**config.mk**
```make
export PLATFORM = sky130hd
export DESIGN_NAME = mrr_measurement_regs
export DESIGN_NICKNAME = d
export VERILOG_FILES = /design/src/hw/mrr_measurement_regs.v /design/src/hw/mrr_power_latch.v
export VERILOG_INCLUDE_DIRS = /design/src /design/src/inc
export SDC_FILE = /design/constraint.sdc
export NUM_CORES = 1
export LEC_CHECK = 0
export ABC_AREA = 1
export BUFFER_PORTS_ARGS = -buffer_cell sky130_fd_sc_hd__clkbuf_2
export CAP_MARGIN = 10
export CORE_ASPECT_RATIO = 1.4
export CORE_MARGIN = 2
export CORE_UTILIZATION = 47
export CTS_BUF_LIST = sky130_fd_sc_hd__clkbuf_4
export DETAILED_ROUTE_END_ITERATION = 10
export PLACE_DENSITY = 0.76
export SLEW_MARGIN = 20
export SYNTH_ARGS = -nofsm -noshare
export SYNTH_HDL_FRONTEND = slang
export SYNTH_HIERARCHICAL = 1
export SYNTH_SLANG_ARGS = --single-unit
```
**constraint.sdc**
```tcl
create_clock -name core_clk_i -period 4.2 [get_ports core_clk_i]
set_clock_uncertainty 0.1 [all_clocks]
set_input_delay 0.84 -clock core_clk_i [delete_from_list [all_inputs] [get_ports core_clk_i]]
set_output_delay 0.84 -clock core_clk_i [all_outputs]
set_load 0.02 [all_outputs]
```
**src/inc/mrr_consts.vh**
```
// Register offsets, field positions and reset values of the measurement result bank.
`ifndef MRR_CONSTS_VH
`define MRR_CONSTS_VH
`define MRR_ADDR_P3V_LO    8'h4a
`define MRR_ADDR_P3V_HI    8'h4b
`define MRR_ADDR_P4I_LO    8'h4c
`define MRR_ADDR_P4I_HI    8'h4d
`define MRR_ADDR_P4V_LO    8'h4e
`define MRR_ADDR_P4V_HI    8'h4f
`define MRR_ADDR_VIN_LO    8'h50
`define MRR_ADDR_VIN_HI    8'h51
`define MRR_ADDR_TEMP_LO   8'h52
`define MRR_ADDR_TEMP_HI   8'h53
`define MRR_ADDR_PWR_LO    8'h54
`define MRR_ADDR_PWR_HI    8'h55
`define MRR_ADDR_DIE_IDENTIFICATION    8'h60
`define MRR_COUNT_W        9
`define MRR_COUNT_RST      9'h000
`define MRR_DATA_RST       8'h00
`define MRR_ID_SITE_HI     7
`define MRR_ID_SITE_LO     6
`define MRR_ID_MAJOR_HI    5
`define MRR_ID_MAJOR_LO    4
`define MRR_ID_MINOR_HI    3
`define MRR_ID_MINOR_LO    2
`define MRR_ID_MAKER_HI    1
`define MRR_ID_MAKER_LO    0
`endif

```
**src/hw/mrr_measurement_regs.v**
```verilog
// Read-side register bank for the measurement results and the die identification byte.
`default_nettype none
`include "mrr_consts.vh"
module mrr_measurement_regs #(
  parameter [1:0] SITE_CODE      = 2'h1, // Arbitrary value.
  parameter [1:0] MAJOR_REVISION = 2'h1, // Arbitrary value.
  parameter [1:0] MINOR_REVISION = 2'h1, // Arbitrary value.
  parameter [1:0] MAKER_CODE     = 2'h2  // Arbitrary value.
) (
  input  wire       core_clk_i,
  input  wire       reset_i,
  input  wire [7:0] reg_addr_i,
  input  wire [7:0] reg_wdata_i,
  input  wire       reg_write_i,
  input  wire       reg_read_i,
  output reg  [7:0] reg_rdata_o,
  input  wire [8:0] port3_pin_voltage_count_i,
  input  wire [8:0] port4_current_count_i,
  input  wire [8:0] port4_pin_voltage_count_i,
  input  wire [8:0] supply_voltage_count_i,
  input  wire [8:0] die_temperature_count_i,
  input  wire [8:0] power_limit_count_i,
  input  wire       result_update_i
);
  reg  [8:0] p3v_r;
  reg  [8:0] p4i_r;
  reg  [8:0] p4v_r;
  reg  [8:0] vin_r;
  reg  [8:0] temp_r;
  wire [8:0] pwr_w;
  wire [7:0] die_identification_w;
  reg  [7:0] rdata_nxt;

  function [7:0] low_byte;
    input [8:0] count;
    begin
      low_byte = {7'h00, count[0]};
    end
  endfunction

  function [7:0] high_byte;
    input [8:0] count;
    begin
      high_byte = count[8:1];
    end
  endfunction

  mrr_power_latch #(
    .WIDTH(`MRR_COUNT_W)
  ) u_power_latch (
    .core_clk_i          (core_clk_i),
    .reset_i             (reset_i),
    .power_limit_count_i (power_limit_count_i),
    .power_limit_count_o (pwr_w)
  );

  // Results are refreshed together, but each byte is read on its own, so an update between two reads mixes two conversions.
  always @(posedge core_clk_i or posedge reset_i) begin
    if (reset_i) begin
      p3v_r  <= `MRR_COUNT_RST;
      p4i_r  <= `MRR_COUNT_RST;
      p4v_r  <= `MRR_COUNT_RST;
      vin_r  <= `MRR_COUNT_RST;
      temp_r <= `MRR_COUNT_RST;
    end else if (result_update_i) begin
      p3v_r  <= port3_pin_voltage_count_i;
      p4i_r  <= port4_current_count_i;
      p4v_r  <= port4_pin_voltage_count_i;
      vin_r  <= supply_voltage_count_i;
      temp_r <= die_temperature_count_i;
    end
  end

  assign die_identification_w[`MRR_ID_SITE_HI:`MRR_ID_SITE_LO]   = SITE_CODE;
  assign die_identification_w[`MRR_ID_MAJOR_HI:`MRR_ID_MAJOR_LO] = MAJOR_REVISION;
  assign die_identification_w[`MRR_ID_MINOR_HI:`MRR_ID_MINOR_LO] = MINOR_REVISION;
  assign die_identification_w[`MRR_ID_MAKER_HI:`MRR_ID_MAKER_LO] = MAKER_CODE;

  // Writes are accepted and ignored; the power-limit pair stays latched.
  always @* begin
    rdata_nxt = `MRR_DATA_RST;
    if (reg_addr_i == `MRR_ADDR_P3V_LO) begin
      rdata_nxt = low_byte(p3v_r);
    end else if (reg_addr_i == `MRR_ADDR_P3V_HI) begin
      rdata_nxt = high_byte(p3v_r);
    end else if (reg_addr_i == `MRR_ADDR_P4I_LO) begin
      rdata_nxt = low_byte(p4i_r);
    end else if (reg_addr_i == `MRR_ADDR_P4I_HI) begin
      rdata_nxt = high_byte(p4i_r);
    end else if (reg_addr_i == `MRR_ADDR_P4V_LO) begin
      rdata_nxt = low_byte(p4v_r);
    end else if (reg_addr_i == `MRR_ADDR_P4V_HI) begin
      rdata_nxt = high_byte(p4v_r);
    end else if (reg_addr_i == `MRR_ADDR_VIN_LO) begin
      rdata_nxt = low_byte(vin_r);
    end else if (reg_addr_i == `MRR_ADDR_VIN_HI) begin
      rdata_nxt = high_byte(vin_r);
    end else if (reg_addr_i == `MRR_ADDR_TEMP_LO) begin
      rdata_nxt = low_byte(temp_r);
    end else if (reg_addr_i == `MRR_ADDR_TEMP_HI) begin
      rdata_nxt = high_byte(temp_r);
    end else if (reg_addr_i == `MRR_ADDR_PWR_LO) begin
      rdata_nxt = low_byte(pwr_w);
    end else if (reg_addr_i == `MRR_ADDR_PWR_HI) begin
      rdata_nxt = high_byte(pwr_w);
    end else if (reg_addr_i == `MRR_ADDR_DIE_IDENTIFICATION) begin
      rdata_nxt = die_identification_w;
    end
  end

  // Read data stand only in the cycle after the strobe.
  always @(posedge core_clk_i or posedge reset_i) begin
    if (reset_i) begin
      reg_rdata_o <= `MRR_DATA_RST;
    end else if (reg_read_i) begin
      reg_rdata_o <= rdata_nxt;
    end else begin
      reg_rdata_o <= `MRR_DATA_RST;
    end
  end
endmodule // mrr_measurement_regs
`default_nettype wire

```
**src/hw/mrr_power_latch.v**
```verilog
// Capture of the power-limit count once after reset release.
`default_nettype none
`include "mrr_consts.vh"
module mrr_power_latch #(
  parameter WIDTH = 9
) (
  input  wire             core_clk_i,
  input  wire             reset_i,
  input  wire [WIDTH-1:0] power_limit_count_i,
  output reg  [WIDTH-1:0] power_limit_count_o
);
  reg captured_r;

  // The count is taken at the first edge after reset release and then frozen.
  always @(posedge core_clk_i or posedge reset_i) begin
    if (reset_i) begin
      captured_r          <= 1'b0;
      power_limit_count_o <= {WIDTH{1'b0}};
    end else if (!captured_r) begin
      captured_r          <= 1'b1;
      power_limit_count_o <= power_limit_count_i;
    end
  end
endmodule // mrr_power_latch
`default_nettype wire

```
## Word level (Yosys, flattened, before mapping)

Cells that the tools add are included.

| word-level totals | value |
|---|---|
| input bits | 75 |
| register bits after elaboration | 63 |

| cells by class | value |
|---|---|
| eq/ne operators | 13 |
| multiplexer cells | 14 |

Operator list:

| cell | number |
|---|---|
| $eq 8x7->1 const B | 13 |
| $mux 8 | 13 |
| $mux 7 | 1 |

## Depth between registers and ports, before layout

| logic depth | value |
|---|---|
| depth after elaboration | 15 |
| depth in mapped cells | 12 |
| gate-level depth less buffers | 11 |

## Modules after synthesis

The synthesis kept the hierarchy.

Modules (own cells, without submodules):

| module | seq. area each (um^2) | area each (um^2) | times used | cells each |
|---|---|---|---|---|
| mrr_measurement_regs | 1326.3 | 2478.6 | 1 | 268 |
| mrr_power_latch | 250.2 | 374.1 | 1 | 41 |

## Worst setup path after synthesis

No wires, ideal clock.

| path | value |
|---|---|
| path kind | input to register |
| start | input reg_addr_i[7] |
| end | register reg_rdata_o[1] |
| stages | 9 |
| data arrival time | 1735 ps |
| setup slack | 2235 ps |
| path buffers | 1 |
| data required time | 3971 ps |
| cells stage by stage | inv_1 > nand2_1 > nor2_1 > buf_4 > nand2_2 > o21ai_0 > nand3_1 > a211oi_1 > a21oi_1 |

| between the ends | value |
|---|---|
| cells in the longest elaborated chain, start to end | 15 |
| elaborated cells between the ends (all ways) | 27 |
| those cells by class | 13 x eq/ne; 14 x mux |

RTL lines:

| element | line | source |
|---|---|---|
| start, declared | mrr_measurement_regs.v:12 | `input wire [7:0] reg_addr_i,` |
| $eq 8x7->1 (no source line) | -- |  |
| $mux 7 | mrr_measurement_regs.v:106 | `` end else if (reg_addr_i == `MRR_ADDR_DIE_IDENTIFICATION) begin `` |
| $mux 8 | mrr_measurement_regs.v:104 | `` end else if (reg_addr_i == `MRR_ADDR_PWR_HI) begin `` |
| $mux 8 | mrr_measurement_regs.v:102 | `` end else if (reg_addr_i == `MRR_ADDR_PWR_LO) begin `` |
| $mux 8 | mrr_measurement_regs.v:100 | `` end else if (reg_addr_i == `MRR_ADDR_TEMP_HI) begin `` |
| $mux 8 | mrr_measurement_regs.v:98 | `` end else if (reg_addr_i == `MRR_ADDR_TEMP_LO) begin `` |
| $mux 8 | mrr_measurement_regs.v:96 | `` end else if (reg_addr_i == `MRR_ADDR_VIN_HI) begin `` |
| $mux 8 | mrr_measurement_regs.v:94 | `` end else if (reg_addr_i == `MRR_ADDR_VIN_LO) begin `` |
| $mux 8 | mrr_measurement_regs.v:92 | `` end else if (reg_addr_i == `MRR_ADDR_P4V_HI) begin `` |
| $mux 8 | mrr_measurement_regs.v:90 | `` end else if (reg_addr_i == `MRR_ADDR_P4V_LO) begin `` |
| $mux 8 | mrr_measurement_regs.v:88 | `` end else if (reg_addr_i == `MRR_ADDR_P4I_HI) begin `` |
| $mux 8 | mrr_measurement_regs.v:86 | `` end else if (reg_addr_i == `MRR_ADDR_P4I_LO) begin `` |
| $mux 8 | mrr_measurement_regs.v:84 | `` end else if (reg_addr_i == `MRR_ADDR_P3V_HI) begin `` |
| $mux 8 * | mrr_measurement_regs.v:82 | `` if (reg_addr_i == `MRR_ADDR_P3V_LO) begin `` |
| $mux 8 * | mrr_measurement_regs.v:115 | `end else if (reg_read_i) begin` |
| end signal, assigned | mrr_measurement_regs.v:114 | `` reg_rdata_o <= `MRR_DATA_RST; `` |
| end signal, assigned | mrr_measurement_regs.v:116 | `reg_rdata_o <= rdata_nxt;` |
| end signal, assigned | mrr_measurement_regs.v:118 | `` reg_rdata_o <= `MRR_DATA_RST; `` |
| end, declared | mrr_measurement_regs.v:16 | `output reg [7:0] reg_rdata_o,` |

Every way passes the cells marked *; elsewhere a longest branch is shown, timed or not.
A chain may end at the register's enable or synchronous reset.

## Final worst setup path

| path | value |
|---|---|
| start | input reg_addr_i[5] |
| end | register reg_rdata_o[1] |

Same word-level chain as after synthesis.

==> metrics.cfg <==
[clocking]
cts.sinks=63
htree_num_levels=3
clk_pin_slew_ns=0.10
cts_buffer_depth=2
clockRootBuffer=clkbuf_4
post_cts_buffers=0
clk_latency_ns=0.40
cts_hold_buf=0
cts_tree=done
cts_buffers=9
cts_resized=0

[synthesis]
synth.distinct_cells=28
synth_area_per_cell_um2=9.23
synthFlopType=dfrtp_1
syn_area_um2=2850
synth-edff-count=0
synth_fp_nets=384
ys_async_sr_fraction=1.00
yosys_warnings=6
syn_inst=309
yosysSeqAreaShare=0.553
ys_ff_latch=63

[sta]
tightest_slew_ns=0.901
hold_viol=0
fin_tns_setup_ns=0
slew_headroom=0.399
slew_viol_final=0
whs_ns=0.292
setup-violations-final=0
rsz0062_at_grt=false
period_minus_slack_ns=2.22
max_freq_mhz=451
period_share=0.528

[routing]
vias_per_cell=4.97
drtIter0Drc=108
vias=2286
ant_nets=0
wl_per_cell_um=13.0
wl_mm=5.97
drt_pass1_iterations=4
drc=0

[global_route]
grt_pass1_wl_mm=10.2
groute.usage.overall=0.197
grt-ovfl-total=0
antenna_found_initial=0
grt_pass1_vias=2364
grt_max_degree=54

[status]
status=finished, final reports clean

[floorplan]
coreArea_um2=5860
io_pins=83
die_h_um=96.2
start_util=0.487
dieArea_um2=6720
fp-row-count=33
chipWidth_um=69.8

[power_and_ir_drop]
swShare=0.265
leakage_uw=0.00176
intPower_uw=844
p_sw_uw=304
peakVddDrop_mv=0.192
p_seq_frac=0.591
p_comb_frac=0.112
clockPowerShare=0.297
powerDensity_nw_per_um2=340

[final_layout]
drive_gt1_frac=0.315
diodes=0
nFillCells=561
nNetsFinal=460
synthToLayoutAreaGrowth_pct=18.4
postLayoutCellArea_um2=3380

[setup_path]
cpPeakStageDelay_ns=0.52
path_cells=clkbuf_2, inv_1, nand2_1, nor2_1, nand2_2, o21ai_0, nand3_1, a211oi_1, a21oi_1
cp_data_required_time_ns=4.39
criticalPathCategory=input port to register
startpoint_type=input port
critPathSlowestCell=nor2_1
arrival_ns=2.41
endpoint_kind=register
crit_buf_inv=2
crit_fanout=11
cp_top_family=simple AND/OR/NAND/NOR gates

[place]
hpwlAfterDp_mm=4.56
port_buffers=73
place.gp.congestion=0.838
dpl_cell_area_um2=3270

[min_path]
hp-class=input port to asynchronous set/reset pin

[job]
max-cap-violations=0

-- metrics by stage --
| stage | util | instances | power (µW) | worst slack, ns |
|---|---|---|---|---|
| floorplan | - | 309 | 766 | 1.97 |
| global placement | 0.557 | 444 | 816 | 1.55 |
| detailed placement | 0.557 | 444 | 822 | 1.51 |
| CTS | 0.576 | 460 | 1160 | 1.95 |
| global route | 0.576 | 460 | 1200 | 1.61 |
| finish | 0.576 | 460 | 1150 | 1.98 |
-- cells in the final DEF, fill, tap and decap left out, types with 4 or more instances in the layout --
cell / instances
o21ai_0: 29
a21oi_1: 9
clkbuf_2: 73
dfrtp_1: 63
inv_1: 39
clkbuf_4: 11
mux2_2: 23
nand3_1: 13
nor2_1: 17
a211oi_1: 4
nand2_1: 76
-- power groups by stage --
stage | clock, µW | combinational [µW] | sequential (µW)
6_report | 341 | 129 | 678
3_3_place_gp | 0 | 127 | 689
2_1_floorplan | 0 | 82.2 | 683
5_1_grt | 370 | 149 | 685
3_5_place_dp | 0 | 131 | 691
4_1_cts | 350 | 132 | 679
-- worst reg2reg max path, cell delays in order, from the launching register on --
cell and delay, ns:
dfrtp_1 0.38, nand3_1 0.10, o21ai_0 0.11, a21oi_1 0.14, o221ai_1 0.14, o21bai_1 0.14, inv_1 0.05
-- cell usage after synthesis (all sizes together), types with 3 or more instances --
| cell type | count | area share |
|---|---|---|
| clkbuf | 4 | 0.0053 |
| o221ai | 3 | 0.0092 |
| nand3 | 14 | 0.026 |
| o21bai | 3 | 0.0079 |
| nand4 | 3 | 0.0066 |
| mux2 | 23 | 0.091 |
| dfrtp | 63 | 0.55 |
| inv | 41 | 0.054 |
| buf | 5 | 0.011 |
| a211oi | 4 | 0.011 |
| nand2 | 79 | 0.11 |
| o21ai | 32 | 0.057 |
| nor2 | 21 | 0.035 |
| a21oi | 9 | 0.016 |
-- cells by family (layout without fill, tap and decap cells) --
logic type / Yosys count / after routing / synth area share
flops: 63 / 63 / 0.553
other cells: 1 / 1 / 0.00131
buf+inv: 51 / 132 / 0.0710
compound gates: 52 / 52 / 0.104
mux: 23 / 23 / 0.0908
simple gates: 119 / 119 / 0.180
-- final cells by class --
type	count	area [µm²]	share of cell area
flip-flops and latches	63	1580	0.467
inverters	42	159	0.0471
clock inverters	5	25.0	0.00741
multi-input cells	195	1070	0.318
well taps	70	87.6	0.0259
clock buffers	11	82.6	0.0245
repair buffers	74	373	0.110
-- flip-flops by register name (all words and copies together) (netlist names) --
name / flops
p3v_r: 9
p4i_r: 9
p4v_r: 9
temp_r: 9
u_power_latch/power_limit_count_o: 9
vin_r: 9
reg_rdata_o: 8
u_power_latch/captured_r: 1
-- worst paths after layout --
check                                                                 startpoint                                                to  slack, ns  cells past startpoint
worst max-delay path                                               reg_addr_i[5]                          reg_rdata_o[1]$_DFF_PP0_       1.98                      9
worst max register to register  u_power_latch/power_limit_count_o[8]$_DFFE_PP0N_                          reg_rdata_o[7]$_DFF_PP0_       2.94                      6
worst min-delay path                                                     reset_i  u_power_latch/power_limit_count_o[7]$_DFFE_PP0N_       0.29                      2
min in group core_clk_i         u_power_latch/power_limit_count_o[2]$_DFFE_PP0N_  u_power_latch/power_limit_count_o[2]$_DFFE_PP0N_       0.38                      2
max in group asynchronous                                                reset_i                              p4i_r[8]$_DFFE_PP0P_       2.98                      2
worst min register to register  u_power_latch/power_limit_count_o[2]$_DFFE_PP0N_  u_power_latch/power_limit_count_o[2]$_DFFE_PP0N_       0.38                      2
-- layer usage --
metal / global-route usage / vias up / wire (µm)
met3: 0.0450 / 13 / 295
met4: 0.0946 / 0 / 121
met5: 0 / - / 0
li1: - / 1151 / -
met2: 0.359 / 59 / 3020
met1: 0.216 / 1063 / 2540
No activity file was read; power rests on OpenSTA's default activity.
